`src/verilog/rtr_pkg.sv`:
```
// rtr_pkg: constants for the remote target address remap block.
// assumes a wishbone classic register bus with 32-bit data.
`default_nettype none
package rtr_pkg;
  // printed register offsets are indices; byte address is four times index
  localparam logic [7:0] RTR_IDX_TGT_ONE   = 8'h70;
  localparam logic [7:0] RTR_IDX_TGT_TWO   = 8'h71;
  localparam logic [7:0] RTR_IDX_TGT_THREE = 8'h72;
  localparam logic [7:0] RTR_IDX_TGT_FOUR  = 8'h73;
  // control register holding the port select bit
  localparam logic [7:0] RTR_IDX_CTRL      = 8'h6f;
  // status register of the lookup engine
  localparam logic [7:0] RTR_IDX_STAT      = 8'h6e;
  localparam int         RTR_CTRL_PSEL_BIT = 0;
  localparam int         RTR_ADDR_MSB      = 7;
  localparam int         RTR_ADDR_LSB      = 1;
  localparam logic [7:0] RTR_TGT_RESET     = 8'h00;
  localparam logic [6:0] RTR_ALIAS_RESET   = 7'h00;
  localparam int         RTR_ENTRIES       = 4;
  localparam int         RTR_PORTS         = 2;
  localparam logic [31:0] RTR_UNMAPPED_DATA = 32'h0000_0000;

  typedef enum logic [2:0] {
    RTR_IDLE = 3'b001,
    RTR_LOOK = 3'b010,
    RTR_SEND = 3'b100
  } rtr_state_type;
endpackage : rtr_pkg
`default_nettype wire

```
`src/verilog/rtr_tbl_if.sv`:
```
// rtr_tbl_if: carries the remap table of one port between modules.
// assumes one clock; the table holds plain levels.
`timescale 1ns/1ps
`default_nettype none
interface rtr_tbl_if #(
  parameter int ENTRIES = 4
);
  logic [6:0] real_addr [ENTRIES];
  logic [6:0] alias_addr [ENTRIES];
  modport owner (output real_addr, output alias_addr);
  modport user  (input real_addr, input alias_addr);
endinterface : rtr_tbl_if
`default_nettype wire
```
`src/verilog/rtr_match.sv`:
```
// rtr_match: combinational alias lookup over one port's remap table.
// assumes the table is stable while a lookup is registered.
`timescale 1ns/1ps
`default_nettype none
module rtr_match
  import rtr_pkg::*;
#(
  parameter int ENTRIES = RTR_ENTRIES
) (
  // table
  rtr_tbl_if.user   tbl,
  // lookup
  input  wire logic [6:0] addr_i,
  output logic            hit_o,
  output logic            passthru_o,
  output logic [6:0]      addr_o
);
  logic [ENTRIES-1:0] alias_hit;
  logic [ENTRIES-1:0] hit_vec;

  // per-entry compare; a zero real address disables the entry
  for (genvar g = 0; g < ENTRIES; g++) begin : g_cmp
    assign alias_hit[g] = (tbl.alias_addr[g] == addr_i) &&
                          (tbl.alias_addr[g] != RTR_ALIAS_RESET);
    assign hit_vec[g]   = alias_hit[g] &&
                          (tbl.real_addr[g] != 7'h00);
  end

  // lowest enabled entry wins when aliases collide
  always_comb begin
    hit_o  = 1'b0;
    addr_o = addr_i;
    for (int i = ENTRIES - 1; i >= 0; i--) begin
      if (hit_vec[i]) begin
        hit_o  = 1'b1;
        addr_o = tbl.real_addr[i];
      end
    end
    passthru_o = ~|alias_hit;
  end
endmodule : rtr_match
`default_nettype wire

```
`src/verilog/rtr_remap.sv`:
```
// rtr_remap: remote target address remap with wishbone register access.
// assumes a local i2c front end that offers one address per transaction
// and a control-channel sender that accepts one translated address.
//
// Register access over Wishbone was left to the implementer.
`timescale 1ns/1ps
`default_nettype none

// Notes on behaviour
// - each entry keeps a 7-bit real target address in bits 7:1; bit 0 reserved.
// - a transaction to entry N's alias gets entry N's real address.
// - the translated transaction goes to the control channel only after substitution.
// - an entry holding zero blocks its alias; nothing is forwarded for it.
// - with second port select set, entry accesses hit the second port's table.
module rtr_remap
  import rtr_pkg::*;
#(
  parameter int ENTRIES = RTR_ENTRIES
) (
  // clock, reset, enable
  input  wire logic        clk_i,
  input  wire logic        rst_i,
  input  wire logic        ce_i,
  // wishbone classic slave
  input  wire logic        wb_cyc_i,
  input  wire logic        wb_stb_i,
  input  wire logic        wb_we_i,
  input  wire logic [11:0] wb_adr_i,
  input  wire logic [3:0]  wb_sel_i,
  input  wire logic [31:0] wb_dat_i,
  output logic [31:0]      wb_dat_o,
  output logic             wb_ack_o,
  // alias table, from the alias registers kept elsewhere
  input  wire logic [6:0]  alias_p0_i [ENTRIES],
  input  wire logic [6:0]  alias_p1_i [ENTRIES],
  // transaction request from the local i2c front end
  input  wire logic        req_valid_i,
  input  wire logic        req_port_i,
  input  wire logic [6:0]  req_addr_i,
  output logic             req_ready_o,
  // translated request to the control channel
  output logic             fwd_valid_o,
  output logic             fwd_port_o,
  output logic [6:0]       fwd_addr_o,
  output logic             fwd_local_o,
  input  wire logic        fwd_ready_i,
  // transaction dropped because its alias is disabled
  output logic             drop_o
);
  rtr_tbl_if #(.ENTRIES(ENTRIES)) tbl_p0 ();
  rtr_tbl_if #(.ENTRIES(ENTRIES)) tbl_p1 ();

  // register state
  logic [6:0]  tgt_ff     [RTR_PORTS][ENTRIES];
  logic [6:0]  nxt_tgt    [RTR_PORTS][ENTRIES];
  logic        psel_ff;
  logic        nxt_psel;
  logic        ack_ff;
  logic        nxt_ack;
  logic [31:0] rdat_ff;
  logic [31:0] nxt_rdat;

  // engine state
  rtr_state_type st_ff;
  rtr_state_type nxt_st;
  logic        port_ff;
  logic        nxt_port;
  logic [6:0]  addr_ff;
  logic [6:0]  nxt_addr;
  logic        fv_ff;
  logic        nxt_fv;
  logic        fl_ff;
  logic        nxt_fl;
  logic [6:0]  fa_ff;
  logic [6:0]  nxt_fa;
  logic        drop_ff;
  logic        nxt_drop;
  logic        rdy_ff;
  logic        nxt_rdy;
  logic [31:0] fwd_cnt_ff;
  logic [31:0] nxt_fwd_cnt;

  // lookup results
  logic        hit0;
  logic        hit1;
  logic        pass0;
  logic        pass1;
  logic [6:0]  maddr0;
  logic [6:0]  maddr1;

  // bus decode
  logic        wb_req;
  logic [9:0]  wb_idx;
  logic        ent_sel;
  logic [1:0]  ent_num;

  assign wb_req  = wb_cyc_i && wb_stb_i && !ack_ff;
  assign wb_idx  = wb_adr_i[11:2];
  assign ent_sel = (wb_idx[9:8] == 2'b00) && (wb_idx[7:2] == RTR_IDX_TGT_ONE[7:2]);
  assign ent_num = wb_idx[1:0];

  // drive the per-port tables
  for (genvar g = 0; g < ENTRIES; g++) begin : g_tbl
    assign tbl_p0.real_addr[g]  = tgt_ff[0][g];
    assign tbl_p1.real_addr[g]  = tgt_ff[1][g];
    assign tbl_p0.alias_addr[g] = alias_p0_i[g];
    assign tbl_p1.alias_addr[g] = alias_p1_i[g];
  end

  rtr_match #(.ENTRIES(ENTRIES)) u_match0 (
    .tbl        (tbl_p0.user),
    .addr_i     (addr_ff),
    .hit_o      (hit0),
    .passthru_o (pass0),
    .addr_o     (maddr0)
  );

  rtr_match #(.ENTRIES(ENTRIES)) u_match1 (
    .tbl        (tbl_p1.user),
    .addr_i     (addr_ff),
    .hit_o      (hit1),
    .passthru_o (pass1),
    .addr_o     (maddr1)
  );

  // register next state; answers in one cycle, unmapped reads give zero
  always_comb begin
    nxt_tgt  = tgt_ff;
    nxt_psel = psel_ff;
    nxt_ack  = 1'b0;
    nxt_rdat = RTR_UNMAPPED_DATA;
    if (wb_req) begin
      nxt_ack = 1'b1;
      if (ent_sel) begin
        // port select steers both reads and writes of entries
        nxt_rdat[RTR_ADDR_MSB:RTR_ADDR_LSB] =
          tgt_ff[psel_ff][ent_num];
        if (wb_we_i && wb_sel_i[0]) begin
          nxt_tgt[psel_ff][ent_num] =
            wb_dat_i[RTR_ADDR_MSB:RTR_ADDR_LSB];
        end
      end else if (wb_idx == {2'b00, RTR_IDX_CTRL}) begin
        nxt_rdat[RTR_CTRL_PSEL_BIT] = psel_ff;
        if (wb_we_i && wb_sel_i[0]) begin
          nxt_psel = wb_dat_i[RTR_CTRL_PSEL_BIT];
        end
      end else if (wb_idx == {2'b00, RTR_IDX_STAT}) begin
        nxt_rdat = fwd_cnt_ff; // forwarded transaction count
      end
    end
  end

  // register state flops
  always_ff @(posedge clk_i) begin
    if (rst_i) begin
      for (int p = 0; p < RTR_PORTS; p++) begin
        for (int e = 0; e < ENTRIES; e++) begin
          tgt_ff[p][e] <= RTR_TGT_RESET[RTR_ADDR_MSB:RTR_ADDR_LSB];
        end
      end
      psel_ff <= 1'b0;
      ack_ff  <= 1'b0;
      rdat_ff <= RTR_UNMAPPED_DATA;
    end else if (ce_i) begin
      tgt_ff  <= nxt_tgt;
      psel_ff <= nxt_psel;
      ack_ff  <= nxt_ack;
      rdat_ff <= nxt_rdat;
    end
  end

  // engine: take address, look up, then offer the translated one
  always_comb begin
    nxt_st      = st_ff;
    nxt_port    = port_ff;
    nxt_addr    = addr_ff;
    nxt_fv      = fv_ff;
    nxt_fl      = fl_ff;
    nxt_fa      = fa_ff;
    nxt_drop    = 1'b0;
    nxt_rdy     = 1'b0;
    nxt_fwd_cnt = fwd_cnt_ff;
    unique case (st_ff)
      RTR_IDLE: begin
        nxt_rdy = 1'b1;
        if (req_valid_i && rdy_ff) begin
          nxt_port = req_port_i;
          nxt_addr = req_addr_i;
          nxt_rdy  = 1'b0;
          nxt_st   = RTR_LOOK;
        end
      end
      RTR_LOOK: begin
        // substitution settles here, before anything is offered
        if (port_ff ? (hit1 || pass1) : (hit0 || pass0)) begin
          nxt_fa = port_ff ? maddr1 : maddr0;
          nxt_fl = port_ff ? pass1 : pass0;
          nxt_fv = 1'b1;
          nxt_st = RTR_SEND;
        end else begin
          nxt_drop = 1'b1;
          nxt_st   = RTR_IDLE;
        end
      end
      RTR_SEND: begin
        if (fwd_ready_i) begin
          nxt_fv      = 1'b0;
          nxt_st      = RTR_IDLE;
          nxt_fwd_cnt = fwd_cnt_ff + 32'h0000_0001;
        end
      end
    endcase
  end

  // engine flops
  always_ff @(posedge clk_i) begin
    if (rst_i) begin
      st_ff      <= RTR_IDLE;
      port_ff    <= 1'b0;
      addr_ff    <= 7'h00;
      fv_ff      <= 1'b0;
      fl_ff      <= 1'b0;
      fa_ff      <= 7'h00;
      drop_ff    <= 1'b0;
      rdy_ff     <= 1'b0;
      fwd_cnt_ff <= 32'h0000_0000;
    end else if (ce_i) begin
      st_ff      <= nxt_st;
      port_ff    <= nxt_port;
      addr_ff    <= nxt_addr;
      fv_ff      <= nxt_fv;
      fl_ff      <= nxt_fl;
      fa_ff      <= nxt_fa;
      drop_ff    <= nxt_drop;
      rdy_ff     <= nxt_rdy;
      fwd_cnt_ff <= nxt_fwd_cnt;
    end
  end

  // outputs straight from flops
  assign wb_ack_o    = ack_ff;
  assign wb_dat_o    = rdat_ff;
  assign req_ready_o = rdy_ff;
  assign fwd_valid_o = fv_ff;
  assign fwd_port_o  = port_ff;
  assign fwd_addr_o  = fa_ff;
  assign fwd_local_o = fl_ff;
  assign drop_o      = drop_ff;
endmodule : rtr_remap
`default_nettype wire

```
`config.mk`:
```
export PLATFORM = sky130hd
export DESIGN_NAME = rtr_remap
export DESIGN_NICKNAME = d
export VERILOG_FILES = /design/src/verilog/rtr_pkg.sv /design/src/verilog/rtr_tbl_if.sv /design/src/verilog/rtr_match.sv /design/src/verilog/rtr_remap.sv
export SDC_FILE = /design/constraint.sdc
export NUM_CORES = 1
export LEC_CHECK = 0
export ABC_CLOCK_PERIOD_IN_PS = 8820
export BUFFER_PORTS_ARGS = -buffer_cell sky130_fd_sc_hd__buf_2
export CAP_MARGIN = 20
export CORE_MARGIN = 8
export CORE_UTILIZATION = 35
export CTS_BUF_LIST = sky130_fd_sc_hd__clkbuf_4 sky130_fd_sc_hd__clkbuf_8 sky130_fd_sc_hd__clkbuf_16
export DETAILED_ROUTE_END_ITERATION = 7
export SLEW_MARGIN = 20
export SYNTH_ARGS = -nofsm -noshare
export SYNTH_HDL_FRONTEND = slang
export SYNTH_HIERARCHICAL = 1
export SYNTH_SLANG_ARGS = --single-unit
```
`constraint.sdc`:
```
create_clock -name clk_i -period 8.82 [get_ports clk_i]
set_input_delay 1.323 -clock clk_i [delete_from_list [all_inputs] [get_ports clk_i]]
set_output_delay 1.323 -clock clk_i [all_outputs]
set_load 0.1 [all_outputs]
```
* After elaboration in Yosys (flattened, before gate mapping)
Index checks and enable logic that the tools add are counted.
** Word-level totals
- Output and inout bits :: 45
- Word-level logic and storage cells :: 149
- Input port bits :: 120
- Register bits :: 144
** Operators by class
- Add/subtract/negate cells :: 1
- Bitwise logic cells :: 3
- Mux-type cells :: 49
- Eq/ne operators :: 17
- Reductions and logical operators :: 55
- Order comparisons :: 4
** Operator list (count)
- 28-bit 2-to-1 mux :: 4
- 7-bit nonzero test :: 16
- 7-bit 2-to-1 mux :: 13
- 32-bit 2-to-1 mux :: 2
- 56-bit bitwise mux :: 1
- 7-bit equality test :: 8
- 32-bit by 1-bit adder with 32-bit output (second input constant) :: 1
- 31-bit 2-to-1 mux :: 1
- 28-bit demux with 1-bit select :: 1
- 24-bit 2-to-1 mux :: 1
- 1-bit logical AND :: 23
- 10-bit by 7-bit equality test with 1-bit output (second input constant) :: 2
- 1-bit 2-to-1 mux :: 19
- 7-bit binary-select mux with 2-bit select :: 1
- 7-bit demux with 2-bit select :: 1
- 3-bit AND reduction :: 4
- 3-bit 2-to-1 mux :: 3
- 3-bit one-hot mux with 3 select lines :: 1
- 4-bit AND reduction :: 2
- 4-bit OR reduction :: 2
- 6-bit by 5-bit equality test with 1-bit output (second input constant) :: 1
- 2-bit != test (second input constant) :: 3
- 5-bit AND reduction :: 1
- 3-bit by 1-bit equality test with 1-bit output (second input constant) :: 1
- 14 further kinds :: 17

* Longest topological paths before layout
- Depth after elaboration :: 11
- Gate-level depth with buffers :: 12
- Gate-level depth less buffers :: 9

* Cells and area by module
The synthesis kept the hierarchy.
** Modules (own cells, without submodules)
- rtr_remap :: instances 1, cells each 746, area an instance 6566.3 µm², seq. area each 2882.8 µm²
- rtr_match :: instances 2, cells each 120, area an instance 863.3 µm², seq. area each 0.0 µm²

* Worst setup path before layout
No wires, ideal clock.
- Kind :: input -> register
- From :: in alias_p1_i[24] (netlist name)
- To :: reg fv_ff (netlist: fwd_valid_o)
- Library setup time :: 86 ps
- Setup slack :: 5118 ps
- Data required time :: 8734 ps
- Buffers on the path :: 1
- Arrival :: 3616 ps
- Stages on the path :: 9
- Cells stage by stage :: or4_1 -> nor4_2 -> nor3_2 -> nor4_1 -> nor3b_1 -> nor3b_2 -> clkbuf_1 -> a21oi_1 -> a211oi_1
** Between the ends
- Longest elaborated chain between the ends :: 8
- Elaborated cells between the ends (all ways) :: 11
- Those cells by class :: eq/ne: 2; mux: 2; reduce/logical: 7
** RTL lines
- from (decl) :: RTL line rtr_remap.sv:35 : input wire logic [6:0] alias_p1_i [ENTRIES],
- 7-bit equality test / 7-bit nonzero test (equally long branches) :: RTL line rtr_match.sv:23, rtr_match.sv:24
- 1-bit logical AND * :: RTL line rtr_match.sv:23 : assign alias_hit[g] = (tbl.alias_addr[g] == addr_i) &&
- 4-bit OR reduction * :: RTL line rtr_match.sv:39 : passthru_o = ~|alias_hit;
- 1-bit logical NOT * :: RTL line rtr_match.sv:39
- via pass1 :: RTL line rtr_remap.sv:87 : logic pass1;
- 1-bit logical OR * :: RTL line rtr_remap.sv:195 : if (port_ff ? (hit1 || pass1) : (hit0 || pass0)) begin
- 1-bit 2-to-1 mux * :: RTL line rtr_remap.sv:195
- 2-bit != test (no source line) *
- 4-bit AND reduction (no source line) *
- to (signal assigned) :: RTL line rtr_remap.sv:231 : fv_ff <= nxt_fv;
- to (decl) :: RTL line rtr_remap.sv:70 : logic fv_ff;
Mark *: on every way through the listed nets, which the timed path passes. The rest lies on a longest branch.
A chain may end at the register's enable or synchronous reset.

* Worst setup path after layout
- From :: in alias_p1_i[24] (netlist name)
- To :: reg fa_ff[2] (netlist: fwd_addr_o[2])
** Between the ends
- Longest elaborated chain between the ends :: 7
- Elaborated cells between the ends (all ways) :: 12
- Those cells by class :: eq/ne: 1; mux: 4; reduce/logical: 7
** RTL lines
- 7-bit equality test / 7-bit nonzero test (equally long branches) :: RTL line rtr_match.sv:23, rtr_match.sv:24
- 1-bit logical AND * :: RTL line rtr_match.sv:23
- 4-bit OR reduction * :: RTL line rtr_match.sv:39
- 1-bit logical NOT * :: RTL line rtr_match.sv:39
- via pass1 :: RTL line rtr_remap.sv:87
- 1-bit logical OR * :: RTL line rtr_remap.sv:195
- 1-bit 2-to-1 mux * :: RTL line rtr_remap.sv:195
- 3-bit AND reduction (no source line) *
- to (signal assigned) :: RTL line rtr_remap.sv:233 : fa_ff <= nxt_fa;
- to (decl) :: RTL line rtr_remap.sv:74 : logic [6:0] fa_ff;
Marked as above.

==> metrics <==
status finished, final reports clean; Final nets 1177; synth cell count leaders 144 x dfxtp_1, 102 x a21oi_1, 82 x o21ai_0, 73 x clkbuf_1, 62 x nand3_1; CTS clock-pin slew for the worst setup and hold paths 0.08 ns; Post-DRT Antenna Nets 0; actual slew at the worst max-slew pin 1.07 ns; period utilization 46.6%; share of layout cells above drive strength 1 21.2%; final core utilization 41.3%; dpl cell area 9040 um2; Clock power frac 48.5%; hold buffers post-CTS 0; GR Layer Usage met1 24.3%; TNS Setup 0 ns; sw frac 28.8%; Final Max Tran Viols 0; CP Launch Type input port; number of synthesized flops with an enable pin 0; Synth area leader dfxtp_1; Std-Cell Rows 56; Die Y 170 um; Ys Warns 6; total track usage 18.2%; hold path cells 2; Async SR Flop Fraction 0%; Max-cap violations 0; worst-path fanout max 18; vias in the first global route 7635; P_leak 3.27 nW; min cycle time layout 4.11 ns; H-tree levels 4; met2 Use GR 29.0%; critical path class in2reg; post-cts gate resize count 0; Comb pwr share 8.1%; Yosys cell types 61; RSZ-0062 raised after global routing no; Hold Path Class reg2reg; Core ar. 23400 um2; clock root buffer clkbuf_16; layout overhead on the synthesized area 16.5%; share of the synthesized area in the top cell type 34.8%; Seq cells post-synth 144; relative slew slack 28.6%; Initial Utilization 35.4%; met3 global-route usage 4.26%; violation count after the first detailed-route iteration 863; syn nets 1107; Seq pwr share 43.4%; initial antenna violation count 0; grt ovf 0; TritonCTS clock tree yes; Worst Path Arrival 4.46 ns; Synth Instances 986; die area 28900 um2; DR pass1 iterations 5; Setup violations, final 0; count leader, synth dfxtp_1; Post-Syn Area 8290 um2; Die W 170 um; DRC 0; net switching power 439 uW; largest net degree at the start of global routing 98; worst skew pair latency 0.43 ns; dominant cells by area after synthesis dfxtp_1 35%, a21oi_1 6.2%, xnor2_1 6.0%, o21ai_0 4.9%, nand3_1 3.7%; CP required 9.17 ns; final worst clock skew 0.0127 ns; sequential share of the synthesized area 34.8%; CP endpoint kind register; clk buf depth 2; n_diodes 0; Wirelength per Cell 19.0 um; fmax 0.243 GHz; main flop type after synthesis dfxtp_1; vias 8029; Via-to-Cell Ratio 5.78; clock sink count 144; Boundary Pins 165; total CTS buffers 17; dpl hpwl 17800 um; Finished Cell Area 9660 um2; routability cong. 0.874; first-pass GRT wire length 42300 um; P per Cell Area 158 nW/um2; post-CTS setup buffer count 0; Final Hold Viols 0; grt peak-use layer met2; IO buf count 135; Peak VDD IR 100 uV; P_int 1.08 mW; worst-case reg-to-reg path depth 9; post-synthesis average cell area 8.41 um2; WL final 26400 um
stage by stage:
stage	cells	power, mW	hold WS, ns	worst slack, ns
after global placement	1355	0.798	0.457	4.31
after global routing	1388	1.58	0.505	4.41
final	1388	1.52	0.482	4.71
after CTS	1387	1.54	0.485	4.77
after floorplan	986	0.754	0.452	5.12
after detailed placement	1355	0.799	0.464	4.32
critical path: stages:
cell and delay [ns]:
buf_2 0.11, or4_1 0.53, nor4_2 0.17, nor3_2 0.17, nor4_1 0.73, nor3b_1 0.17
nor3b_2 0.82, a21oi_1 0.16, a311oi_1 0.27
power by group through the flow:
stage / clock, mW / combinational [mW] / sequential [mW]
2_1_floorplan: 0 / 0.0740 / 0.680
3_3_place_gp: 0 / 0.122 / 0.676
3_5_place_dp: 0 / 0.124 / 0.676
4_1_cts: 0.751 / 0.124 / 0.661
5_1_grt: 0.784 / 0.134 / 0.662
6_report: 0.739 / 0.124 / 0.661
cell usage in the layout, fill, tap and decap left out, types with 8 or more instances in the layout:
cell / n
inv_1: 34
o211a_1: 14
dfxtp_1: 144
or4_1: 24
mux2_2: 9
nand4_1: 36
o21ai_0: 82
mux2i_1: 18
buf_2: 134
buf_4: 9
or3_1: 12
nor3_1: 13
o221ai_1: 14
nand3_1: 62
nor2_1: 47
a21oi_1: 102
and4_1: 9
mux4_2: 10
clkbuf_16: 17
o31ai_1: 16
nand2_1: 56
a32oi_1: 32
a311oi_1: 8
xnor2_1: 57
nor4_1: 11
flip-flops by register name, summed over array words and instances, names as in the netlist:
register	cells
tbl_p1.real_addr	28
tbl_p0.real_addr	28
req_ready_o	1
fwd_cnt_ff	32
addr_ff	7
fwd_valid_o	1
psel_ff	1
wb_ack_o	1
fwd_local_o	1
fwd_addr_o	7
wb_dat_o	32
fwd_port_o	1
drop_o	1
st_ff	3
routing by layer:
layer,vias up,part of all wire (%)
met3,31,6.7
met4,0,1.5
met1,3864,45
met5,-,0
li1,3837,-
met2,297,47
kinds of logic after synthesis:
| group | count (synthesis) | synth area share (%) |
|---|---|---|
| AND/OR/NAND/NOR | 328 | 23.2 |
| AO/OA/AOI/OAI | 287 | 22.9 |
| flip-flops | 144 | 34.8 |
| buffers and inverters | 128 | 6.38 |
| XOR/XNOR | 61 | 6.44 |
| multiplexers | 37 | 6.11 |
| adder cells (fa/ha/maj) | 1 | 0.151 |
final cells by class:
type | count | area (um2)
timing repair buffer | 144 | 749
multi-input combinational | 714 | 4880
fill | 2409 | 13700
tap | 319 | 399
sequential | 144 | 2880
clock buffer | 17 | 425
inverter | 35 | 131
clock inverter | 15 | 189
worst paths after layout:
path	startpoint	to	slack (ns)
worst max-delay path	alias_p1_i[24]	fwd_addr_o[2]	4.71
worst max register to register	addr_ff[6]	fwd_addr_o[2]	5.12
worst min-delay path	wb_dat_o[21]	wb_dat_o[21]	0.48
worst min register to register	wb_dat_o[21]	wb_dat_o[21]	0.48
(Power assumes the default switching activity.)
